**src/rtl/octx_pkg.sv**
```systemverilog
// Shared constants for the octal inverting bus register transceiver
package octx_pkg;
  localparam int OCTX_DATA_W = 8;
  localparam int OCTX_APB_AW = 8;
  localparam int OCTX_APB_DW = 32;
  localparam int OCTX_CTRL_W = 5;

  // Register byte offsets
  localparam logic [7:0] OCTX_CTRL_OFS = 8'h00;
  localparam logic [7:0] OCTX_STATUS_OFS = 8'h04;
  localparam logic [7:0] OCTX_DATA_OFS = 8'h08;
  localparam logic [7:0] OCTX_STROBE_OFS = 8'h0C;
  localparam logic [1:0] OCTX_WORD_ALIGN = 2'h0;

  // Control register fields
  localparam int OCTX_CTRL_SW_BIT = 0;
  localparam int OCTX_CTRL_OE_N_BIT = 1;
  localparam int OCTX_CTRL_DIR_BIT = 2;
  localparam int OCTX_CTRL_AB_SEL_BIT = 3;
  localparam int OCTX_CTRL_BA_SEL_BIT = 4;
  localparam logic [OCTX_CTRL_W-1:0] OCTX_CTRL_RST = 5'h02;

  // Strobe register fields
  localparam int OCTX_STB_CAP_A_BIT = 0;
  localparam int OCTX_STB_CAP_B_BIT = 1;

  // Status register fields
  localparam int OCTX_ST_DRV_A_BIT = 0;
  localparam int OCTX_ST_DRV_B_BIT = 1;
  localparam int OCTX_ST_OE_N_BIT = 2;
  localparam int OCTX_ST_DIR_BIT = 3;
  localparam int OCTX_ST_AB_SEL_BIT = 4;
  localparam int OCTX_ST_BA_SEL_BIT = 5;
  localparam int OCTX_ST_AB_CLK_BIT = 6;
  localparam int OCTX_ST_BA_CLK_BIT = 7;

  // Data register fields
  localparam int OCTX_DATA_A_LSB = 0;
  localparam int OCTX_DATA_B_LSB = 8;

  localparam logic OCTX_CLK_IDLE = 1'b1;
  localparam logic [OCTX_DATA_W-1:0] OCTX_STORE_RST = 8'h00;
  localparam logic [OCTX_APB_DW-1:0] OCTX_RDATA_RST = 32'h0000_0000;
endpackage : octx_pkg

```
**src/rtl/octx_cap_if.sv**
```systemverilog
// Carrier between the transceiver top and one capture register
`timescale 1ns/100ps
interface octx_cap_if #(parameter int W = 8);
  logic clk_pin;
  logic soft_cap;
  logic [W-1:0] bus_in;
  logic [W-1:0] stored;
  logic [W-1:0] stored_nxt;
  logic cap_ev;
  modport cap (input clk_pin, input soft_cap, input bus_in,
               output stored, output stored_nxt, output cap_ev);
  modport user (output clk_pin, output soft_cap, output bus_in,
                input stored, input stored_nxt, input cap_ev);
endinterface : octx_cap_if

```
**src/rtl/octx_capture.sv**
```systemverilog
// One direction's capture register, loaded on a rising edge of its clock pin
`timescale 1ns/100ps
module octx_capture #(
  parameter int W = octx_pkg::OCTX_DATA_W
) (
  input wire logic mclk,
  input wire logic nrst,
  octx_cap_if.cap cap
);
  import octx_pkg::*;

  logic prev_r;
  logic [W-1:0] stored_r;
  logic cap_ev;

  // Capture ignores drive enable and direction entirely
  assign cap_ev = (cap.clk_pin & ~prev_r) | cap.soft_cap;
  assign cap.stored_nxt = cap_ev ? cap.bus_in : stored_r;
  assign cap.stored = stored_r;
  assign cap.cap_ev = cap_ev;

  // Idle-high reset keeps a pin already high at release from faking an edge
  always_ff @(posedge mclk or negedge nrst) begin
    if (!nrst) begin
      prev_r <= OCTX_CLK_IDLE;
    end else begin
      prev_r <= cap.clk_pin;
    end
  end

  // Contents hold while the clock pin stays static and no software strobe arrives
  always_ff @(posedge mclk or negedge nrst) begin
    if (!nrst) begin
      stored_r <= W'(OCTX_STORE_RST);
    end else begin
      stored_r <= cap.stored_nxt;
    end
  end
endmodule : octx_capture

```
**src/rtl/octx_transceiver.sv**
```systemverilog
// Octal inverting bus register transceiver with APB control and status
//
// Functional notes
// - Eight two-way lines on each port, one eight-bit register per direction.
// - Rising A-to-B clock loads port A; rising B-to-A clock loads port B.
// - Capture works whatever drive enable and direction are, even on driven port.
// - Drive enable high: no port driven, registers load or hold by clock.
// - Enabled, direction low: port A gets inverted live B or stored B.
// - Enabled, direction high: port B gets inverted live A or stored A.
// - Every driven value is the bitwise complement of its source.
// - Direction picks the receiving port only while drive is enabled.
// - At most one port driven; outside logic avoids the driven port.
// - Undriven port keeps its input path for capture and pass-through.
`timescale 1ns/100ps
module octx_transceiver #(
  parameter int DATA_W = octx_pkg::OCTX_DATA_W
) (
  input wire logic mclk,
  input wire logic nrst,
  input wire logic psel,
  input wire logic penable,
  input wire logic pwrite,
  input wire logic [octx_pkg::OCTX_APB_AW-1:0] paddr,
  input wire logic [octx_pkg::OCTX_APB_DW-1:0] pwdata,
  input wire logic [3:0] pstrb,
  output logic [octx_pkg::OCTX_APB_DW-1:0] prdata,
  output logic pready,
  output logic pslverr,
  input wire logic drive_en_n,
  input wire logic dir,
  input wire logic a_to_b_clock,
  input wire logic b_to_a_clock,
  input wire logic a_to_b_source_select,
  input wire logic b_to_a_source_select,
  input wire logic [DATA_W-1:0] port_a_i,
  output logic [DATA_W-1:0] port_a_o,
  output logic port_a_oe,
  input wire logic [DATA_W-1:0] port_b_i,
  output logic [DATA_W-1:0] port_b_o,
  output logic port_b_oe
);
  import octx_pkg::*;

  // APB side
  logic apb_acc;
  logic apb_done;
  logic addr_ok;
  logic hit_ctrl;
  logic hit_status;
  logic hit_data;
  logic hit_strobe;
  logic pready_r;
  logic pslverr_r;
  logic [OCTX_APB_DW-1:0] prdata_r;
  logic [OCTX_APB_DW-1:0] rdata_nxt;
  logic [OCTX_CTRL_W-1:0] ctrl_r;

  // Effective controls and drive path
  logic sw_ctl;
  logic eff_oe_n;
  logic eff_dir;
  logic eff_ab_sel;
  logic eff_ba_sel;
  logic drive_a_nxt;
  logic drive_b_nxt;
  logic [DATA_W-1:0] a_src;
  logic [DATA_W-1:0] b_src;
  logic [DATA_W-1:0] port_a_o_r;
  logic [DATA_W-1:0] port_b_o_r;
  logic port_a_oe_r;
  logic port_b_oe_r;

  octx_cap_if #(.W(DATA_W)) a_if ();
  octx_cap_if #(.W(DATA_W)) b_if ();

  // ---------------------------------------------------------------------
  // Register bus slave: one wait state, so every access is answered alike
  // ---------------------------------------------------------------------
  assign apb_acc = psel & penable;
  assign apb_done = apb_acc & pready_r;
  assign addr_ok = (paddr[1:0] == OCTX_WORD_ALIGN);
  assign hit_ctrl = addr_ok & (paddr == OCTX_CTRL_OFS);
  assign hit_status = addr_ok & (paddr == OCTX_STATUS_OFS);
  assign hit_data = addr_ok & (paddr == OCTX_DATA_OFS);
  assign hit_strobe = addr_ok & (paddr == OCTX_STROBE_OFS);

  always_ff @(posedge mclk or negedge nrst) begin
    if (!nrst) begin
      pready_r <= 1'b0;
    end else begin
      pready_r <= apb_acc & ~pready_r;
    end
  end

  always_ff @(posedge mclk or negedge nrst) begin
    if (!nrst) begin
      pslverr_r <= 1'b0;
    end else begin
      pslverr_r <= apb_acc & ~pready_r &
                   ~(hit_ctrl | hit_status | hit_data | hit_strobe);
    end
  end

  always_comb begin
    rdata_nxt = OCTX_RDATA_RST;
    if (hit_ctrl) begin
      rdata_nxt[OCTX_CTRL_W-1:0] = ctrl_r;
    end else if (hit_status) begin
      rdata_nxt[OCTX_ST_DRV_A_BIT] = port_a_oe_r;
      rdata_nxt[OCTX_ST_DRV_B_BIT] = port_b_oe_r;
      rdata_nxt[OCTX_ST_OE_N_BIT] = drive_en_n;
      rdata_nxt[OCTX_ST_DIR_BIT] = dir;
      rdata_nxt[OCTX_ST_AB_SEL_BIT] = a_to_b_source_select;
      rdata_nxt[OCTX_ST_BA_SEL_BIT] = b_to_a_source_select;
      rdata_nxt[OCTX_ST_AB_CLK_BIT] = a_to_b_clock;
      rdata_nxt[OCTX_ST_BA_CLK_BIT] = b_to_a_clock;
    end else if (hit_data) begin
      rdata_nxt[OCTX_DATA_A_LSB +: DATA_W] = a_if.stored;
      rdata_nxt[OCTX_DATA_B_LSB +: DATA_W] = b_if.stored;
    end
  end

  // Read data is sampled one cycle before the master takes it
  always_ff @(posedge mclk or negedge nrst) begin
    if (!nrst) begin
      prdata_r <= OCTX_RDATA_RST;
    end else if (apb_acc & ~pready_r & ~pwrite) begin
      prdata_r <= rdata_nxt;
    end
  end

  always_ff @(posedge mclk or negedge nrst) begin
    if (!nrst) begin
      ctrl_r <= OCTX_CTRL_RST;
    end else if (apb_done & pwrite & hit_ctrl & pstrb[0]) begin
      ctrl_r <= pwdata[OCTX_CTRL_W-1:0];
    end
  end

  assign prdata = prdata_r;
  assign pready = pready_r;
  assign pslverr = pslverr_r;

  // ---------------------------------------------------------------------
  // Control source: pins, or the control register when software owns it
  // ---------------------------------------------------------------------
  assign sw_ctl = ctrl_r[OCTX_CTRL_SW_BIT];
  assign eff_oe_n = sw_ctl ? ctrl_r[OCTX_CTRL_OE_N_BIT] : drive_en_n;
  assign eff_dir = sw_ctl ? ctrl_r[OCTX_CTRL_DIR_BIT] : dir;
  assign eff_ab_sel = sw_ctl ? ctrl_r[OCTX_CTRL_AB_SEL_BIT] : a_to_b_source_select;
  assign eff_ba_sel = sw_ctl ? ctrl_r[OCTX_CTRL_BA_SEL_BIT] : b_to_a_source_select;

  // ---------------------------------------------------------------------
  // Capture registers; clock pins and software strobes both load them
  // ---------------------------------------------------------------------
  assign a_if.clk_pin = a_to_b_clock;
  assign a_if.bus_in = port_a_i;
  assign a_if.soft_cap = apb_done & pwrite & hit_strobe & pstrb[0] &
                         pwdata[OCTX_STB_CAP_A_BIT];
  assign b_if.clk_pin = b_to_a_clock;
  assign b_if.bus_in = port_b_i;
  assign b_if.soft_cap = apb_done & pwrite & hit_strobe & pstrb[0] &
                         pwdata[OCTX_STB_CAP_B_BIT];

  octx_capture #(.W(DATA_W)) u_cap_a (
    .mclk (mclk),
    .nrst (nrst),
    .cap (a_if.cap)
  );

  octx_capture #(.W(DATA_W)) u_cap_b (
    .mclk (mclk),
    .nrst (nrst),
    .cap (b_if.cap)
  );

  // ---------------------------------------------------------------------
  // Drive path; the decode can never enable both ports together
  // ---------------------------------------------------------------------
  assign drive_a_nxt = ~eff_oe_n & ~eff_dir;
  assign drive_b_nxt = ~eff_oe_n & eff_dir;

  // Stored source uses the next register value so a fresh capture appears at once
  assign a_src = eff_ba_sel ? b_if.stored_nxt : port_b_i;
  assign b_src = eff_ab_sel ? a_if.stored_nxt : port_a_i;

  // Outputs are registered, which costs one mclk of real-time latency
  always_ff @(posedge mclk or negedge nrst) begin
    if (!nrst) begin
      port_a_oe_r <= 1'b0;
      port_b_oe_r <= 1'b0;
    end else begin
      port_a_oe_r <= drive_a_nxt;
      port_b_oe_r <= drive_b_nxt;
    end
  end

  always_ff @(posedge mclk or negedge nrst) begin
    if (!nrst) begin
      port_a_o_r <= ~DATA_W'(OCTX_STORE_RST);
      port_b_o_r <= ~DATA_W'(OCTX_STORE_RST);
    end else begin
      port_a_o_r <= ~a_src;
      port_b_o_r <= ~b_src;
    end
  end

  assign port_a_o = port_a_o_r;
  assign port_b_o = port_b_o_r;
  assign port_a_oe = port_a_oe_r;
  assign port_b_oe = port_b_oe_r;
endmodule : octx_transceiver

```
**config.mk**
```make
export PLATFORM = sky130hd
export DESIGN_NAME = octx_transceiver
export DESIGN_NICKNAME = d
export VERILOG_FILES = /design/src/rtl/octx_pkg.sv /design/src/rtl/octx_cap_if.sv /design/src/rtl/octx_capture.sv /design/src/rtl/octx_transceiver.sv
export SDC_FILE = /design/constraint.sdc
export NUM_CORES = 1
export LEC_CHECK = 0
export BUFFER_PORTS_ARGS = -buffer_cell sky130_fd_sc_hd__buf_2
export CAP_MARGIN = 20
export CORE_MARGIN = 8
export CORE_UTILIZATION = 46
export CTS_CLUSTER_SIZE = 8
export DETAILED_ROUTE_END_ITERATION = 12
export PLACE_DENSITY = 0.8
export SLEW_MARGIN = 20
export SYNTH_ARGS = -nofsm -noshare
export SYNTH_HDL_FRONTEND = slang
export SYNTH_SLANG_ARGS = --single-unit
```
**constraint.sdc**
```tcl
create_clock -name mclk -period 1.99 [get_ports mclk]
set_input_delay 0.199 -clock mclk [delete_from_list [all_inputs] [get_ports mclk]]
set_output_delay 0.199 -clock mclk [all_outputs]
set_load 0.005 [all_outputs]
```
==> impl_metrics.json, run 1 <==
{
  "ios": 123,
  "syn-cell-area_sq_mm": 0.00257,
  "ant_nets": 0,
  "cts_sinks": 59,
  "p_comb_share_pct": 11.4,
  "internal_power_mw": 2.07,
  "synth_cell_types": 32,
  "grt_pass1_wl_microns": 9790,
  "fp-row-count": 27,
  "max_stage_delay_ns": 0.46,
  "cp.required_ns": 2.25,
  "critPathMaxFanout": 8,
  "clock_skew_ns": 0.00366,
  "vias": 1805,
  "min_path_cells": 1,
  "cp-end-kind": "register",
  "wl_per_cell_microns": 16.6,
  "setup_ws_ns": 0.301,
  "post-route-min-period_ns": 1.69,
  "cp_slowest_cell": "or4_4",
  "initial_core_util_pct": 47.2,
  "worst_slew_pin_slew_ns": 0.557,
  "viasPerCell": 5.04,
  "num_antenna_cells": 0,
  "p_per_area_mw_per_mm2": 836,
  "synth.most_common_cell": "dfrtp_1",
  "crit_path_start": "pready",
  "fin_crit_sh_pct": 84.9,
  "dp_hpwl_microns": 4490,
  "cp.arrival_ns": 1.95,
  "finalPower_mw": 2.71,
  "cts_tree": "done",
  "track_usage_pct": 15.0,
  "final_core_util_pct": 59.6,
  "r2r_start": "pready",
  "clock_latency_ns": 0.33,
  "cp_cell_sequence": "nand4bb_1 > or4_4 > nor3b_4 > buf_12 > a22o_1",
  "drt_iter0_markers": 53,
  "pre_cts_ws_ns": -0.0156,
  "startpoint_type": "register",
  "cellLeakagePower_nw": 1.62,
  "syn_area_per_cell_sq_um": 13.2,
  "hp-class": "in2reg",
  "drt-total-wl_microns": 5930,
  "drt_pre_antenna_iters": 4,
  "port-buffer-count": 76,
  "pwr-share-clk_pct": 38.0,
  "postSynth.asyncResetShare_pct": 100,
  "finalMaxSlewViolations": 0,
  "reg2reg_depth": 5,
  "ys_top_cells_by_count": "40 x dfrtp_1, 22 x mux2i_1, 21 x mux2_2",
  "worstSetupPathType": "reg2reg",
  "layout-drive-gt1-share_pct": 50.7,
  "root_buffer": "clkbuf_8",
  "cts_setup_buffers": 0,
  "synthTopCellsByArea": "dfrtp_1 39%, dfstp_2 19%, mux2_2 9.2%",
  "cts_buffers": 9,
  "yosysWarnings": 0,
  "synth_top_area_cell": "dfrtp_1",
  "route.detailed.drc": 0,
  "yosysSeqAreaShare_pct": 58.4,
  "area_growth_pct": 26.1,
  "synth_edf_count": 0,
  "dieArea_sq_mm": 0.00823,
  "rsz0062_at_grt": "no",
  "synth-seq-cells": 59,
  "r2r_slack_ns": 0.30,
  "fmax_mhz": 592,
  "cts.clk_slew.worst_paths_ns": 0.06,
  "hold_viol_final": 0,
  "first_global_vias": 2001,
  "grt-ovfl-total": 0,
  "status": "completed",
  "netSwitchingFraction_pct": 23.6,
  "cts_buffer_depth": 2,
  "gp_congestion": 0.788,
  "htree_levels": 3,
  "grt_max_degree": 37,
  "fp.dieW_microns": 90.7,
  "die_h_microns": 90.7,
  "drv_cap": 0,
  "ir_worst_vdd_mv": 0.547,
  "power_frac_seq_pct": 50.7,
  "fin_nets": 352,
  "grt_antenna_before_repair": 0,
  "timing.rr.end": "prdata[10]",
  "worstHoldStart": "a_to_b_clock",
  "finalSetupViolCount": 0,
  "hold_end": "u_cap_a.prev_r",
  "core_sq_mm": 0.00544,
  "max_slew_margin_pct": 62.8,
  "ys.flop_type": "dfrtp_1",
  "p_sw_mw": 0.639,
  "synth_cells": 194,
  "synth_top_area_share_pct": 39.0
}
-- kinds of logic (layout without fill, tap and decap cells) --
family / count (synthesis) / after routing / share of synthesized area, %
other: 1 / 16 / 0.146
AOI/OAI and AO/OA: 32 / 32 / 8.91
DFF: 59 / 59 / 58.4
and+or+nand+nor: 31 / 31 / 7.89
buffers and inverters: 28 / 105 / 6.87
muxes: 43 / 43 / 17.8
-- cells in the final DEF (no fill, tap or decap), types with 5 or more instances in the layout --
master / n
buf_2: 76
dfstp_2: 19
buf_4: 5
nand2_1: 12
conb_1: 16
dfrtp_1: 40
mux2i_1: 22
a22o_1: 8
o21ai_0: 8
clkbuf_8: 13
mux2_2: 21
nor2_1: 8
a21oi_1: 5
-- power by group through the flow --
stage	Clock, mW	Combinational, mW	Sequential [mW]
2_1_floorplan	0	0.169	1.39
3_3_place_gp	0	0.300	1.39
3_5_place_dp	0	0.309	1.39
4_1_cts	1.04	0.314	1.37
5_1_grt	1.10	0.341	1.38
6_report	1.03	0.308	1.37
-- worst max path at each step --
stage | end | cells past startpoint
after floorplan | prdata[10] | 5
after global placement | ctrl_r[0] | 5
after detailed placement | ctrl_r[3] | 5
after CTS | prdata[10] | 5
after global routing | ctrl_r[3] | 5
final | prdata[10] | 5
-- worst max-delay path, delay by kind of cell, from the launching register on --
family / cells / cell delay, ns
AOI/OAI and AO/OA: 1 / 0.13
and+or+nand+nor: 3 / 0.93
buffers and inverters: 1 / 0.15
DFF: 1 / 0.41
-- per-layer routing --
| layer | vias to the layer above | share of wire (%) | GRT usage [%] |
|---|---|---|---|
| li1 | 836 | - | - |
| met1 | 890 | 40 | 16.6 |
| met2 | 69 | 52 | 24.9 |
| met3 | 10 | 6.6 | 4.57 |
| met4 | 0 | 1.8 | 8.74 |
| met5 | - | 0 | 0 |
-- per-stage QoR --
step | hold WS [ns] | TNS, ns | cell area [sq um] | cells
6_report | 0.0164 | 0 | 3240 | 358
5_1_grt | 0.00161 | 0 | 3240 | 358
4_1_cts | 0.00427 | 0 | 3240 | 358
3_5_place_dp | 0.218 | -0.0424 | 3030 | 340
3_3_place_gp | 0.209 | 0 | 3030 | 340
2_1_floorplan | -0.0966 | 0 | 2630 | 209
-- timing repair --
item | CTS | global route
endpoints found under the hold margin | 17 | 0
gates resized for setup | 0 | 0
hold buffers | 2 | 0
-- final cells by class --
cell class              count  area (sq um)
inverters                   3          11.3
clock buffers              15           186
well taps                  72          90.1
multi-input cells         122           948
flip-flops and latches     59          1500
repair buffers             86           498
clock inverters             1          5.00
fillers                   454          2200
No activity file was read; power rests on OpenSTA's default activity.
==> run 2: changes to the inputs <==
--- a/config.mk
+++ b/config.mk
@@ -5,13 +5,14 @@
 export SDC_FILE = /design/constraint.sdc
 export NUM_CORES = 1
 export LEC_CHECK = 0
+export ABC_AREA = 1
 export BUFFER_PORTS_ARGS = -buffer_cell sky130_fd_sc_hd__buf_2
 export CAP_MARGIN = 20
 export CORE_MARGIN = 8
-export CORE_UTILIZATION = 46
+export CORE_UTILIZATION = 43
 export CTS_CLUSTER_SIZE = 8
 export DETAILED_ROUTE_END_ITERATION = 12
-export PLACE_DENSITY = 0.8
+export PLACE_DENSITY = 0.76
 export SLEW_MARGIN = 20
 export SYNTH_ARGS = -nofsm -noshare
 export SYNTH_HDL_FRONTEND = slang
==> constraint.sdc (replaced) <==
create_clock -name mclk -period 1.5 [get_ports mclk]
set_input_delay 0.15 -clock mclk [delete_from_list [all_inputs] [get_ports mclk]]
set_output_delay 0.15 -clock mclk [all_outputs]
set_load 0.005 [all_outputs]
==> impl_metrics.json, run 2 <==
{
  "status": "completed",
  "cts_sinks": 59,
  "syn-cell-area_sq_mm": 0.00290,
  "max_slew_margin_pct": 61.9,
  "ir_worst_vdd_mv": 0.675,
  "cts_buffer_depth": 2,
  "worst_slew_pin_slew_ns": 0.571,
  "p_per_area_mw_per_mm2": 1050,
  "max_stage_delay_ns": 0.49,
  "postSynth.asyncResetShare_pct": 100,
  "grt_pass1_wl_microns": 11500,
  "track_usage_pct": 15.1,
  "gp_congestion": 0.812,
  "wl_per_cell_microns": 13.7,
  "finalPower_mw": 3.75,
  "dp_hpwl_microns": 5210,
  "cp.arrival_ns": 1.60,
  "cp-end-kind": "register",
  "cts.clk_slew.worst_paths_ns": 0.07,
  "fill_cells": 652,
  "synth_top_area_share_pct": 34.6,
  "grt-ovfl-total": 0,
  "ys_top_cells_by_count": "71 x nand2_1, 58 x nand3_1, 40 x dfrtp_1",
  "cp_slowest_cell": "o21ai_2",
  "finalMaxSlewViolations": 0,
  "fin_nets": 479,
  "fin_crit_sh_pct": 88.7,
  "hp-class": "in2reg",
  "synth_top_area_cell": "dfrtp_1",
  "num_antenna_cells": 0,
  "critPathMaxFanout": 16,
  "ios": 123,
  "htree_levels": 3,
  "synth.most_common_cell": "nand2_1",
  "cts_buffers": 9,
  "synth_cells": 321,
  "vias": 2333,
  "finalSetupViolCount": 0,
  "ys.flop_type": "dfrtp_1",
  "startpoint_type": "register",
  "multi_input_area_sq_mm": 0.00121,
  "synth-seq-cells": 59,
  "drt-total-wl_microns": 6760,
  "layout_commonest_cell": "buf_2",
  "drt_pre_antenna_iters": 4,
  "core_sq_mm": 0.00664,
  "viasPerCell": 4.73,
  "area.sequential_sq_mm": 0.00150,
  "cts_setup_buffers": 0,
  "layout-drive-gt1-share_pct": 40.9,
  "clock_latency_ns": 0.34,
  "port-buffer-count": 76,
  "worstSetupPathType": "reg2reg",
  "grt_max_degree": 60,
  "yosysWarnings": 0,
  "final_cell_mix": "76 x buf_2, 70 x nand2_1, 58 x nand3_1",
  "syn_area_per_cell_sq_um": 9.02,
  "setup_tns_ns": 0,
  "first_global_vias": 2481,
  "synth_edf_count": 0,
  "synth_cell_types": 25,
  "initial_core_util_pct": 43.6,
  "cts_tree": "done",
  "yosysSeqAreaShare_pct": 51.8,
  "cp_cell_sequence": "inv_1 > o21ai_2 > or2_2 > nand2_1",
  "hold_viol_final": 0,
  "synthTopCellsByArea": "dfrtp_1 35%, dfstp_2 17%, nand3_1 10%",
  "drt_iter0_markers": 107,
  "drv_cap": 0,
  "die_h_microns": 98.1,
  "fp-row-count": 30,
  "route.detailed.drc": 0,
  "cp.required_ns": 1.77,
  "rsz0062_at_grt": "no",
  "post-route-min-period_ns": 1.33,
  "cellLeakagePower_nw": 1.89,
  "fmax_mhz": 752,
  "dieArea_sq_mm": 0.00961,
  "fp.dieW_microns": 98.1,
  "grt_antenna_before_repair": 2,
  "root_buffer": "clkbuf_8",
  "clock_skew_ns": 0.00670,
  "area_growth_pct": 23.1,
  "ant_nets": 0
}
## run 2: routing by layer
metal	up-vias	GRT usage, %	wire, microns
li1	1179	-	-
met1	1075	15.4	2730
met2	62	26.5	3450
met3	13	7.04	463
met4	4	5.28	91
met5	-	0	22
## run 2: metrics by stage
stage	hold slack, ns	util [%]	worst slack, ns	instances	instance area (sq um)
global placement	0.176	49.9	0.194	474	3320
global route	0.0209	53.6	0.0131	493	3560
floorplan	-0.146	-	0.307	336	2950
finish	0.0244	53.6	0.170	493	3560
detailed placement	0.185	49.9	0.162	474	3320
CTS	0.00599	53.6	0.156	493	3560
## run 2: repair_timing
action / in CTS / in global routing
endpoints found under the hold margin: 42 / 0
hold buffers: 3 / 0
gates resized for setup: 0 / 1
setup endpoints to repair: 0 / 1
## run 2: kinds of logic (layout without fill, tap and decap cells)
family,count (synthesis),after routing,synth area share (%)
flip-flops,59,59,51.8
buffers and inverters,43,120,8.38
other,1,16,0.130
AO/OA/AOI/OAI,26,26,4.84
AND/OR/NAND/NOR,192,192,34.8
## run 2: layout make-up
| cell class | count | share of cell area [%] |
|---|---|---|
| inverters | 19 | 2.00 |
| repair buffers | 85 | 13.1 |
| clock inverters | 4 | 1.33 |
| multi-input cells | 234 | 34.0 |
| clock buffers | 12 | 4.63 |
| flip-flops and latches | 59 | 42.1 |
| well taps | 80 | 2.81 |
## run 2: power by group
group | switching (mW) | internal, mW | total (mW)
combinational | 0.246 | 0.174 | 0.420
clock | 0.638 | 0.897 | 1.54
sequential | 0.0460 | 1.75 | 1.79
total | 0.930 | 2.82 | 3.75
## run 2: path summary, 6_finish.rpt
path	startpoint	endpoint	slack, ns	cells past startpoint
min	port_b_i[0]	register	0.02	3
min in group asynchronous	nrst	pslverr	0.36	3
min reg2reg	prdata[1]	prdata[1]	0.48	2
max	ctrl_r[0]	port_a_o[0]	0.17	4
max reg2reg	ctrl_r[0]	port_a_o[0]	0.17	4
max in group asynchronous	nrst	port_a_o[7]	0.82	3
## run 2: critical path, delay by kind of cell, from the launching register on
family                 cells  cell delay (ns)
AOI/OAI and AO/OA          1             0.49
buffers and inverters      1             0.14
DFF                        1             0.36
and+or+nand+nor            2             0.26
==> run 3: changes to the inputs <==
--- a/config.mk
+++ b/config.mk
@@ -8,11 +8,13 @@
 export ABC_AREA = 1
 export BUFFER_PORTS_ARGS = -buffer_cell sky130_fd_sc_hd__buf_2
 export CAP_MARGIN = 20
+export CELL_PAD_IN_SITES_DETAIL_PLACEMENT = 1
+export CELL_PAD_IN_SITES_GLOBAL_PLACEMENT = 2
 export CORE_MARGIN = 8
-export CORE_UTILIZATION = 43
+export CORE_UTILIZATION = 24
 export CTS_CLUSTER_SIZE = 8
 export DETAILED_ROUTE_END_ITERATION = 12
-export PLACE_DENSITY = 0.76
+export PLACE_DENSITY_LB_ADDON = 0.1
 export SLEW_MARGIN = 20
 export SYNTH_ARGS = -nofsm -noshare
 export SYNTH_HDL_FRONTEND = slang
==> impl_metrics.json, run 3 (synthesis results as in run 2) <==
{
  "die_h_microns": 126,
  "cts_buffers": 9,
  "timing.rr.end": "port_b_o[4]",
  "fp-row-count": 40,
  "final_core_util_pct": 31.5,
  "wl_per_cell_microns": 14.6,
  "dieArea_sq_mm": 0.0158,
  "worstSetupPathType": "in2reg",
  "drt-met1-wl_microns": 3530,
  "drt_iter0_markers": 75,
  "pre_cts_ws_ns": 0.0779,
  "finalMaxSlewViolations": 0,
  "core_sq_mm": 0.0119,
  "cts_buffer_depth": 2,
  "startpoint_type": "primary input",
  "fmax_mhz": 739,
  "post-route-min-period_ns": 1.35,
  "r2r_slack_ns": 0.15,
  "track_usage_pct": 11.0,
  "ant_nets": 0,
  "viasPerCell": 4.17,
  "setup_ws_ns": 0.147,
  "r2r_start": "ctrl_r[0]",
  "dp_hpwl_microns": 6140,
  "routed.top_layer": "met4",
  "setup_tns_ns": 0,
  "cp.required_ns": 1.74,
  "area_growth_pct": 29.5,
  "stdcell_area_sq_mm": 0.00375,
  "placedCellCount": 543,
  "drt-total-wl_microns": 8210,
  "port-buffer-count": 76,
  "dr_wl_met3_microns": 449,
  "gp_congestion": 0.707,
  "layout-drive-gt1-share_pct": 40.7,
  "grt-ovfl-total": 0,
  "route.detailed.drc": 0,
  "hp-class": "in2reg",
  "cp-end-kind": "register",
  "whs_ns": 0.0429,
  "cts_sinks": 59,
  "ios": 123,
  "cts_setup_buffers": 0,
  "final_cell_mix": "76 x buf_2, 71 x nand2_1, 58 x nand3_1",
  "reg2reg_depth": 5,
  "status": "completed",
  "cp_cell_sequence": "dlygate4sd3_1 > buf_2 > inv_1 > or2_2 > nand2_8 > nand2_2 > nand3_1 > nand2_1",
  "clock_latency_ns": 0.32,
  "finalNonFillerCells": 562,
  "cts.clk_slew.worst_paths_ns": 0.06,
  "grt_max_degree": 60,
  "finalSetupViolCount": 0,
  "place_area_sq_mm": 0.00342,
  "drt_pre_antenna_iters": 4,
  "layout_commonest_cell": "buf_2",
  "p_per_area_mw_per_mm2": 1140,
  "cp_slowest_cell": "dlygate4sd3_1",
  "fill_cells": 1423,
  "cp.arrival_ns": 1.59,
  "clock_skew_ns": 0.0130,
  "drv_cap": 0,
  "htree_levels": 3,
  "critPathMaxFanout": 9,
  "fin_nets": 481,
  "rsz0062_at_grt": "no",
  "first_global_vias": 2776,
  "dr_wl_met2_microns": 4140,
  "vias": 2342,
  "min_path_cells": 3,
  "cellLeakagePower_nw": 1.94,
  "fp.dieW_microns": 126,
  "max_stage_delay_ns": 0.52,
  "ir_worst_vdd_mv": 0.583,
  "initial_core_util_pct": 24.3,
  "finalPower_mw": 4.29,
  "grt_pass1_wl_microns": 13900,
  "grt_antenna_before_repair": 0,
  "fin_crit_sh_pct": 90.2,
  "hold_viol_final": 0,
  "cts_tree": "done",
  "root_buffer": "clkbuf_16",
  "worstHoldStart": "port_b_i[4]",
  "num_antenna_cells": 0
}
run 3: cell types whose count changed in the layout (fill, tap and decap cells not counted):
cell / before / now
clkbuf_8: 12 / 1
buf_4: 5 / 7
clkinv_2: 2 / 3
o21ai_2: 2 / 1
o21ai_4: 0 / 1
nand2_1: 70 / 71
clkbuf_16: 0 / 9
nand2_2: 20 / 19
clkbuf_1: 0 / 1
run 3: report_power, final:
| part | internal (mW) | switching (mW) | total (mW) |
|---|---|---|---|
| sequential | 1.75 | 0.0451 | 1.79 |
| combinational | 0.175 | 0.254 | 0.430 |
| clock | 1.32 | 0.742 | 2.06 |
run 3: cell type report:
class                           instances  area [sq um]  share of cell area [%]
Clock buffer                           11           243                    6.47
Timing Repair Buffer                   87           483                    12.9
Clock inverter                          5          52.6                    1.40
Sequential cell                        59          1500                    40.0
Tap cell                              147           184                    4.90
Multi-Input combinational cell        234          1220                    32.4
Inverter                               19          71.3                    1.90
run 3: worst max-delay path: cells and delay by family:
family        cells  cell delay (ns)
simple gates      5             0.76
buf+inv           3             0.67
run 3: how the worst max path moves through the flow:
stage / from / end / slack [ns]
2_1_floorplan: ctrl_r[0] / port_b_o[5] / 0.31
3_3_place_gp: ctrl_r[0] / port_a_o[6] / 0.08
3_5_place_dp: ctrl_r[0] / port_a_o[6] / 0.08
4_1_cts: ctrl_r[0] / port_a_o[2] / 0.06
5_1_grt: ctrl_r[0] / port_b_o[4] / 0.04
6_report: a_to_b_clock / port_b_o[4] / 0.15
run 3: what timing repair did:
item | in CTS | in global routing
resized for setup | 0 | 1
endpoints found under the setup margin | 0 | 8
hold buffers | 3 | 0
endpoints found under the hold margin | 42 | 0
run 3: routing by layer:
layer,up-vias,GRT usage [%]
met5,-,0
met4,0,3.82
met3,5,3.21
met2,44,19.5
met1,1112,12.2
li1,1181,-
